## config.mk

```make
export PLATFORM = sky130hd
export DESIGN_NAME = esm_status
export DESIGN_NICKNAME = d
export VERILOG_FILES = /design/src/core/esm_pkg.sv /design/src/core/esm_status.sv
export VERILOG_INCLUDE_DIRS = /design/src /design/src/core
export SDC_FILE = /design/constraint.sdc
export NUM_CORES = 1
export LEC_CHECK = 0
export ABC_AREA = 0
export BUFFER_PORTS_ARGS = -buffer_cell sky130_fd_sc_hd__buf_4
export CAP_MARGIN = 40
export CORE_AREA = 10 10 167 169
export DETAILED_ROUTE_END_ITERATION = 10
export DIE_AREA = 0 0 177 179
export GPL_TIMING_DRIVEN = 0
export PLACE_DENSITY_LB_ADDON = 0.12
export SYNTH_ARGS = -nofsm -noshare
export SYNTH_HDL_FRONTEND = slang
export SYNTH_SLANG_ARGS = --single-unit
export TNS_END_PERCENT = 100
```

## constraint.sdc

```tcl
create_clock -name clock -period 1.88 [get_ports clock]
set_input_delay 0 -clock clock [delete_from_list [all_inputs] [get_ports clock]]
set_output_delay 0 -clock clock [all_outputs]
set_load 0.03 [all_outputs]
```

## src/core/esm_consts.svh

```systemverilog
// Register offsets, field positions, latencies and probe codes of the exposure status block
`ifndef ESM_CONSTS_SVH
`define ESM_CONSTS_SVH

// Register indices on the internal configuration port
`define ESM_ADDR_SAMPLE_COUNT 9'h0b8
`define ESM_ADDR_MEAN_LEVEL 9'h0ba
`define ESM_ADDR_LOOP_EXPOSURE 9'h0bb
`define ESM_ADDR_LOOP_AMP 9'h0bc
`define ESM_ADDR_PROBE_CTRL 9'h0c0
`define ESM_ADDR_GAIN_CTRL 9'h0cc
`define ESM_ADDR_APP_STEP 9'h0d0
`define ESM_ADDR_APP_CLEAR 9'h0d1
`define ESM_ADDR_APP_EXPOSURE 9'h0d2
`define ESM_ADDR_APP_KNEE2 9'h0d3
`define ESM_ADDR_APP_KNEE3 9'h0d4
`define ESM_ADDR_APP_AMP 9'h0d5
`define ESM_ADDR_APP_FINE 9'h0d6

// Field positions
`define ESM_PROBE_SEL_LSB 11
`define ESM_GAIN_COMP_BIT 13
`define ESM_KNEE2_EN_BIT 12
`define ESM_KNEE3_EN_BIT 13

// Frame-start counts from request to effect
`define ESM_EXP_LATENCY 2'h2
`define ESM_GAIN_LATENCY 2'h1

// Probe selection codes
`define ESM_PROBE_OFF 3'h0
`define ESM_PROBE_INT_ROW 3'h1
`define ESM_PROBE_INT_KNEE 3'h2
`define ESM_PROBE_COL_BLACK 3'h3
`define ESM_PROBE_FRAME_ROW 3'h4
`define ESM_PROBE_LINE_ROW 3'h5
`define ESM_PROBE_ROW_COL 3'h6
`define ESM_PROBE_COL_SPLIT 3'h7

`endif

```

## src/core/esm_pkg.sv

```systemverilog
// Types shared by the exposure status and monitor block
package esm_pkg;

    // Result of one exposure loop evaluation
    typedef struct packed {
        logic [15:0] exposure;
        logic [1:0] first_amp;
        logic [1:0] second_amp;
        logic [11:0] fine_gain;
    } esm_loop_s;

    // Sequencer settings that are not steered by the loop
    typedef struct packed {
        logic [15:0] step_scaler;
        logic [15:0] array_clear_time;
        logic [15:0] second_knee_exposure;
        logic [15:0] third_knee_exposure;
        logic two_knee_integration;
        logic three_knee_integration;
    } esm_seq_cfg_s;

    // Sequencer timing indications for the probe outputs
    typedef struct packed {
        logic integration_active;
        logic row_overhead_window;
        logic frame_overhead_window;
        logic col_readout_start;
        logic black_line;
        logic frame_start_ind;
        logic row_overhead_start;
        logic first_line;
    } esm_seq_ind_s;

endpackage

```

## src/core/esm_status.sv

```systemverilog
// Exposure loop status registers, request cadence and probe output selector
//
// How it works
// - Loop evaluates and requests only every other frame
// - Compensation bit delays gain to exposure latency
// - Loop status refreshes when request is issued
// - Applied status refreshes when values take effect
// - Report 16-bit count of statistics pixels
// - Report 10-bit mean illumination of frame
// - Loop exposure and amp settings, frame end
// - Loop fine gain, 5.7 unsigned, frame end
// - Applied step scaler, global shutter only
// - Applied array clear time, global shutter only
// - Applied exposure refreshed on effect
// - Knee exposures refreshed on effect, loop-independent
// - Applied amp stages at bits 0 and 5
// - Applied fine gain refreshed on effect
// - Knee configurations refreshed on effect, loop-independent
// - Three-bit selector routes indications to probes
// - Code 0 low; code 1 integration, row overhead
// - Code 2 integration, knee frame overhead
// - Code 3 column start, black line window
// - Codes 4/5 frame start or first line, row start
// - Code 6 row overhead, column start
// - Code 7 column start split black/image
`timescale 1ns/1ps
`default_nettype none
`include "esm_consts.svh"

module esm_status
    import esm_pkg::*;
(
    // Clock and reset
    input wire logic clock,
    input wire logic reset,
    // Frame timing from the sequencer
    input wire logic frame_start,
    input wire logic frame_end,
    input wire logic global_shutter,
    // Statistics and loop results
    input wire logic [15:0] sample_count,
    input wire logic [9:0] mean_level,
    input wire esm_loop_s loop_result,
    // Sequencer settings and indications
    input wire esm_seq_cfg_s seq_cfg,
    input wire esm_seq_ind_s seq_ind,
    // Internal configuration register port
    input wire logic [8:0] reg_addr,
    input wire logic reg_wr,
    input wire logic reg_rd,
    input wire logic [15:0] reg_wdata,
    output logic [15:0] reg_rdata,
    output logic reg_rvalid,
    // Request towards the sequencer
    output logic exp_request,
    output esm_loop_s request_values,
    // Monitor pins
    output logic probe_out_a,
    output logic probe_out_b
);

    typedef struct packed {
        logic parity;
        logic [15:0] sample_count;
        logic [9:0] mean_level;
        esm_loop_s loop;
        esm_loop_s pend;
        logic [1:0] exp_wait;
        logic [1:0] gain_wait;
        logic [15:0] app_exposure;
        logic [1:0] app_first_amp;
        logic [1:0] app_second_amp;
        logic [11:0] app_fine;
        logic [15:0] app_step;
        logic [15:0] app_clear;
        logic [15:0] app_knee2;
        logic [15:0] app_knee3;
        logic app_knee2_en;
        logic app_knee3_en;
        logic [2:0] probe_sel;
        logic gain_comp;
        logic req;
        logic [15:0] rdata;
        logic rvalid;
        logic probe_a;
        logic probe_b;
    } esm_state_s;

    esm_state_s s;
    esm_state_s next_s;
    logic eval_now;
    logic [15:0] read_value;

    // Evaluation happens on every second frame end
    assign eval_now = frame_end && s.parity;

    // Read data selection; unmapped offsets read as zero
    always_comb
    begin
        read_value = 16'h0000;
        case (reg_addr)
            `ESM_ADDR_SAMPLE_COUNT: read_value = s.sample_count;
            `ESM_ADDR_MEAN_LEVEL: read_value = {6'h00, s.mean_level};
            `ESM_ADDR_LOOP_EXPOSURE: read_value = s.loop.exposure;
            `ESM_ADDR_LOOP_AMP: read_value = {s.loop.fine_gain, s.loop.second_amp, s.loop.first_amp};
            `ESM_ADDR_PROBE_CTRL: read_value = {2'h0, s.probe_sel, 11'h000};
            `ESM_ADDR_GAIN_CTRL: read_value = {2'h0, s.gain_comp, 13'h0000};
            `ESM_ADDR_APP_STEP: read_value = s.app_step;
            `ESM_ADDR_APP_CLEAR: read_value = s.app_clear;
            `ESM_ADDR_APP_EXPOSURE: read_value = s.app_exposure;
            `ESM_ADDR_APP_KNEE2: read_value = s.app_knee2;
            `ESM_ADDR_APP_KNEE3: read_value = s.app_knee3;
            `ESM_ADDR_APP_AMP: read_value = {3'h0, 6'h00, s.app_second_amp, 3'h0, s.app_first_amp};
            `ESM_ADDR_APP_FINE: read_value = {2'h0, s.app_knee3_en, s.app_knee2_en, s.app_fine};
            default: read_value = 16'h0000;
        endcase
    end

    // Next-state logic for the whole block
    always_comb
    begin
        next_s = s;
        next_s.req = 1'b0;
        next_s.rvalid = 1'b0;
        if (reset)
        begin
            next_s = '0;
        end
        else
        begin
            // Frame parity for the alternate-frame cadence
            if (frame_end)
            begin
                next_s.parity = !s.parity;
                next_s.sample_count = sample_count;
                next_s.mean_level = mean_level;
            end
            // Frame start counts down the pending latencies and applies
            if (frame_start)
            begin
                if (s.exp_wait != 2'h0)
                begin
                    next_s.exp_wait = s.exp_wait - 2'h1;
                end
                if (s.gain_wait != 2'h0)
                begin
                    next_s.gain_wait = s.gain_wait - 2'h1;
                end
                if (s.exp_wait == 2'h1)
                begin
                    next_s.app_exposure = s.pend.exposure;
                end
                if (s.gain_wait == 2'h1)
                begin
                    next_s.app_first_amp = s.pend.first_amp;
                    next_s.app_second_amp = s.pend.second_amp;
                    next_s.app_fine = s.pend.fine_gain;
                end
                // Loop-independent settings follow the sequencer directly
                next_s.app_knee2 = seq_cfg.second_knee_exposure;
                next_s.app_knee3 = seq_cfg.third_knee_exposure;
                next_s.app_knee2_en = seq_cfg.two_knee_integration;
                next_s.app_knee3_en = seq_cfg.three_knee_integration;
                if (global_shutter)
                begin
                    next_s.app_step = seq_cfg.step_scaler;
                    next_s.app_clear = seq_cfg.array_clear_time;
                end
            end
            // New request at an evaluating frame end; a newer request wins
            if (eval_now)
            begin
                next_s.req = 1'b1;
                next_s.loop = loop_result;
                next_s.pend = loop_result;
                next_s.exp_wait = `ESM_EXP_LATENCY;
                next_s.gain_wait = s.gain_comp ? `ESM_EXP_LATENCY : `ESM_GAIN_LATENCY;
            end
            // Only the control words are writable; status writes are dropped
            if (reg_wr && reg_addr == `ESM_ADDR_PROBE_CTRL)
            begin
                next_s.probe_sel = reg_wdata[`ESM_PROBE_SEL_LSB +: 3];
            end
            if (reg_wr && reg_addr == `ESM_ADDR_GAIN_CTRL)
            begin
                next_s.gain_comp = reg_wdata[`ESM_GAIN_COMP_BIT];
            end
            if (reg_rd)
            begin
                next_s.rdata = read_value;
                next_s.rvalid = 1'b1;
            end
            // Probe routing
            case (s.probe_sel)
                `ESM_PROBE_OFF:
                begin
                    next_s.probe_a = 1'b0;
                    next_s.probe_b = 1'b0;
                end
                `ESM_PROBE_INT_ROW:
                begin
                    next_s.probe_a = seq_ind.integration_active;
                    next_s.probe_b = seq_ind.row_overhead_window;
                end
                `ESM_PROBE_INT_KNEE:
                begin
                    next_s.probe_a = seq_ind.integration_active;
                    next_s.probe_b = seq_ind.frame_overhead_window &&
                        (seq_cfg.two_knee_integration || seq_cfg.three_knee_integration);
                end
                `ESM_PROBE_COL_BLACK:
                begin
                    next_s.probe_a = seq_ind.col_readout_start;
                    next_s.probe_b = seq_ind.black_line;
                end
                `ESM_PROBE_FRAME_ROW:
                begin
                    next_s.probe_a = seq_ind.frame_start_ind;
                    next_s.probe_b = seq_ind.row_overhead_start;
                end
                `ESM_PROBE_LINE_ROW:
                begin
                    next_s.probe_a = seq_ind.first_line;
                    next_s.probe_b = seq_ind.row_overhead_start;
                end
                `ESM_PROBE_ROW_COL:
                begin
                    next_s.probe_a = seq_ind.row_overhead_window;
                    next_s.probe_b = seq_ind.col_readout_start;
                end
                `ESM_PROBE_COL_SPLIT:
                begin
                    next_s.probe_a = seq_ind.col_readout_start && seq_ind.black_line;
                    next_s.probe_b = seq_ind.col_readout_start && !seq_ind.black_line;
                end
                default:
                begin
                    next_s.probe_a = 1'b0;
                    next_s.probe_b = 1'b0;
                end
            endcase
        end
    end

    // State register
    always_ff @(posedge clock)
    begin
        s <= next_s;
    end

    // Outputs straight from state
    assign reg_rdata = s.rdata;
    assign reg_rvalid = s.rvalid;
    assign exp_request = s.req;
    assign request_values = s.loop;
    assign probe_out_a = s.probe_a;
    assign probe_out_b = s.probe_b;
endmodule
`default_nettype wire

```

Word level (Yosys, flattened, before mapping) --
Cells that the tools add are included. Widths: inputs -> output; s select.
Storage, ports and cells: bits in registers 185, input port bits 164
Operators by class: add/subtract/negate cells 2, equality and inequality tests 22, mux-type cells 12, reduce and logical (&&, ||, !) cells 22
Operator list (count):
- $pmux 16 s13 | 1
- $eq 9x8->1 const B | 13
- $mux 102 | 1
- $mux 16 | 2
- $mux 32 | 1
- $pmux 2 s8 | 1
- $eq 3x3->1 const B | 4
- $reduce_and 2->1 | 6
- $reduce_bool 2->1 | 5
- $eq 3x2->1 const B | 2
- $logic_and 1x1->1 | 6
- $mux 2 | 3
- $eq 2x1->1 const B | 2
- $mux 4 | 1
- $sub 2x1->2 const B | 2
- $eq 3x1->1 const B | 1
- $logic_not 3->1 | 1
- $logic_not 1->1 | 2
- $mux 1 | 2
- $reduce_or 2->1 | 1
- $logic_or 1x1->1 | 1

Depth between registers and ports, before layout --
word-level depth 4, mapped depth 8, mapped depth without buffers 6

Least setup slack after synthesis --
No wires, ideal clock.
kind reg-to-reg, start point register s[103] (netlist name), end point register s (netlist bit reg_rdata[6]), data arrival time 1.283 ns, data required time 1.744 ns, setup slack 0.461 ns, stages on the path, launching flop included 6, buffers on the path 0, clock period less this slack 1.419 ns, path through dfxtp_1 mux4_2 a22oi_1 nor2_1 a2111oi_0 a211oi_1
Between the ends: longest elaborated chain between the ends 1
Ends and longest elaborated chain:
- from (decl) | line esm_status.sv:89 | esm_state_s s;
- from (signal assigned) | line esm_status.sv:248 | s <= next_s;
- $pmux 16 s13 | line esm_status.sv:101 | case (reg_addr)
Every way passes these cells. A chain may end at the register's enable or synchronous reset.

Worst setup path after layout --
start point register s[32] (netlist name), end point register s (netlist bit reg_rdata[6])
The elaborated chain is that of the path after synthesis.

==> flow_metrics.py <==
metrics = {
    "outcome": {
        "status": "finished, final reports clean",
    },
    "die": {
        "start_util_pct": 34.3,
        "die_area_um2": 31700,
        "die_h_um": 179,
        "row_count": 58,
        "dieWidth_um": 177,
        "pin_count": 216,
        "coreArea_um2": 24700,
    },
    "timing": {
        "tightest_slew_ns": 0.779,
        "final.period_utilization_pct": 94.3,
        "final.min_clock_period_ns": 1.77,
        "setup_viol": 0,
        "whs_ns": 0.0136,
        "max_slew_margin_pct": 48.1,
        "max_freq_mhz": 564,
        "grt_setup_unrepaired": "false",
        "fin_setup_tns_ns": 0,
        "hold_viol_final": 0,
        "clock_skew_ns": 0.00866,
        "finalMaxSlewViolations": 0,
    },
    "grt": {
        "grt_pass1_vias": 8471,
        "grt_max_degree": 17,
        "grt_use_total_pct": 21.4,
        "grt-ovfl-total": 0,
        "antenna_found_initial": 0,
        "grt_pass1_wl_mm": 51.2,
    },
    "yosys": {
        "yosys-top-cells-area": "dfxtp_1 (44%), nand2_1 (9.6%), mux2i_1 (9.6%)",
        "async_reset_ff_share_pct": 0,
        "synth_cells": 991,
        "synth_top_flop_cell": "dfxtp_1",
        "synth_area_leader_cell": "dfxtp_1",
        "ys_ff_latch": 185,
        "ys_seq_area_share_pct": 43.7,
        "synth_top_area_share_pct": 43.7,
        "synth_cell_type_count": 59,
        "syn_avg_cell_area_um2": 8.56,
        "yosys_warnings": 0,
        "synth_edf_count": 0,
        "synth.cell_area_um2": 8480,
        "synthesis.nets": 1157,
    },
    "cells_and_area": {
        "drive_gt1_share_pct": 24.6,
        "layout_common_cells": "buf_4 (254), nand2_1 (218), dfxtp_1 (185), dlygate4sd3_1 (135), a21oi_1 (105)",
        "n_antenna_cell": 0,
        "areaGrowthSynthToFinish_pct": 45.5,
        "nets": 1509,
        "final_common_cell": "buf_4",
    },
    "cts": {
        "htreeDepth": 4,
        "insertion_delay_ns": 0.44,
        "max-clock-path-buffers": 2,
        "root_buffer": "clkbuf_16",
        "cts_setup_buffers": 0,
        "path_clk_slew_ns": 0.07,
        "cts_tree": "yes",
        "cts_made_buffers": 17,
        "numClockSinks": 185,
    },
    "placement": {
        "port_buffers": 198,
        "dp_hpwl_mm": 25.9,
        "gp_congestion": 0.898,
    },
    "pwr": {
        "power_frac_comb_pct": 15.3,
        "swShare_pct": 26.5,
        "p_int_uw": 6890,
        "power_density_nw_per_um2": 759,
        "p_seq_share_pct": 44.9,
        "power_frac_clock_pct": 39.7,
        "p_leak_uw": 0.00515,
        "power_switching_uw": 2480,
        "vdd_drop_max_mv": 0.474,
    },
    "detailed_routing": {
        "dr.pass1.iters": 5,
        "drt_iter0_drc": 604,
        "vias_per_cell": 5.01,
        "drc_errors": 0,
        "vias": 8449,
        "postRouteAntennaNets": 0,
        "wl_per_cell_um": 20.4,
        "drt-total-wl_mm": 34.5,
    },
    "worst_hold_path": {
        "hold_path_class": "primary input to flop",
        "min_path_cells": 4,
    },
    "setup_path": {
        "cp_max_fo": 2,
        "reg2reg_depth": 5,
        "path_class": "flop to flop",
        "startpoint_type": "flop",
        "cp.arrival_ns": 2.08,
        "endpoint_kind": "flop",
        "cp.required_ns": 2.19,
    },
    "flow_run": {
        "max-cap-violations": 0,
    },
}
-- per-stage QoR --
| step | area, um^2 | utilization (%) | instances | power, uW | setup slack, ns |
|---|---|---|---|---|---|
| after global placement | 10400 | 42.0 | 1519 | 5490 | -0.187 |
| after floorplan | 8480 | - | 991 | 4910 | 0.461 |
| after CTS | 12300 | 49.9 | 1685 | 9430 | 0.0991 |
| after detailed placement | 10400 | 42.0 | 1519 | 5500 | -0.182 |
| final | 12300 | 49.9 | 1685 | 9370 | 0.107 |
| after global routing | 12300 | 49.9 | 1685 | 9690 | 0.0362 |
-- routing by layer --
layer,routed length [um],GRT usage (%),vias up
met5,0,0,-
met4,591,5.32,0
li1,-,-,4080
met3,2480,5.05,35
met2,16400,35.3,320
met1,15000,27.5,4014
-- flip-flops by register name, summed over array words and instances (netlist names) --
| signal | cells |
|---|---|
| probe_out_a | 1 |
| reg_rvalid | 1 |
| reg_rdata | 16 |
| exp_request | 1 |
| s | 165 |
| probe_out_b | 1 |
-- worst paths after layout --
| path | from | to | slack, ns |
|---|---|---|---|
| setup / recovery | s[32] | reg_rdata[6] | 0.11 |
| hold / removal | seq_ind[6] | probe_out_a | 0.01 |
| setup reg to reg | s[32] | reg_rdata[6] | 0.11 |
| hold reg to reg | s[120] | s[120] | 0.45 |
-- final cells by class --
class | instances | area (um^2)
Clock inverter | 11 | 136
Clock buffer | 20 | 467
Buffer | 120 | 697
Tap cell | 330 | 413
Multi-Input combinational cell | 676 | 4050
Sequential cell | 185 | 3700
Timing Repair Buffer | 333 | 2840
Fill cell | 2374 | 12400
Inverter | 10 | 37.5
-- synth_stat cells, types with 6 or more instances --
cell type,n
mux4_2,11
nand3_1,15
dfxtp_1,185
a22o_1,7
mux2_2,11
mux2i_1,81
o21ai_0,12
buf_2,16
buf_4,56
a211oi_1,11
nor2_1,91
nor2b_1,9
o211ai_1,6
and2_1,6
and3_1,6
clkbuf_1,39
nand2_1,218
a22oi_1,10
inv_1,9
nor3_1,6
a21oi_1,105
nand4_1,6
buf_1,7
-- critical path: stages (launching register included) --
cell	delay [ns]
dfxtp_1	0.35
mux4_2	0.48
a22oi_1	0.33
nor2_1	0.11
a2111oi_1	0.30
a211oi_1	0.08
-- power groups by stage --
| stage | combinational (uW) | sequential, uW | clock, uW |
|---|---|---|---|
| after floorplan | 673 | 4240 | 0 |
| after global placement | 1190 | 4300 | 0 |
| after detailed placement | 1200 | 4300 | 0 |
| after CTS | 1430 | 4210 | 3790 |
| after global routing | 1550 | 4220 | 3910 |
| final | 1440 | 4210 | 3720 |
-- cells by family (layout without fill, tap and decap cells) --
| kind of cell | Yosys count | in the layout | share of synthesized area (%) |
|---|---|---|---|
| and+or+nand+nor | 379 | 379 | 19.1 |
| AOI/OAI and AO/OA | 189 | 189 | 14.1 |
| xor gates and xnor gates | 3 | 3 | 0.310 |
| muxes | 103 | 103 | 13.9 |
| adders and majority gates | 2 | 2 | 0.295 |
| buffers and inverters | 130 | 494 | 8.64 |
| DFF | 185 | 185 | 43.7 |
-- timing repair --
action	CTS	global route
hold endpoints to repair	131	0
gates resized for setup	0	4
endpoints found under the setup margin	0	10
hold buffers	135	0
Note: power is estimated with default switching activity, not from simulation.
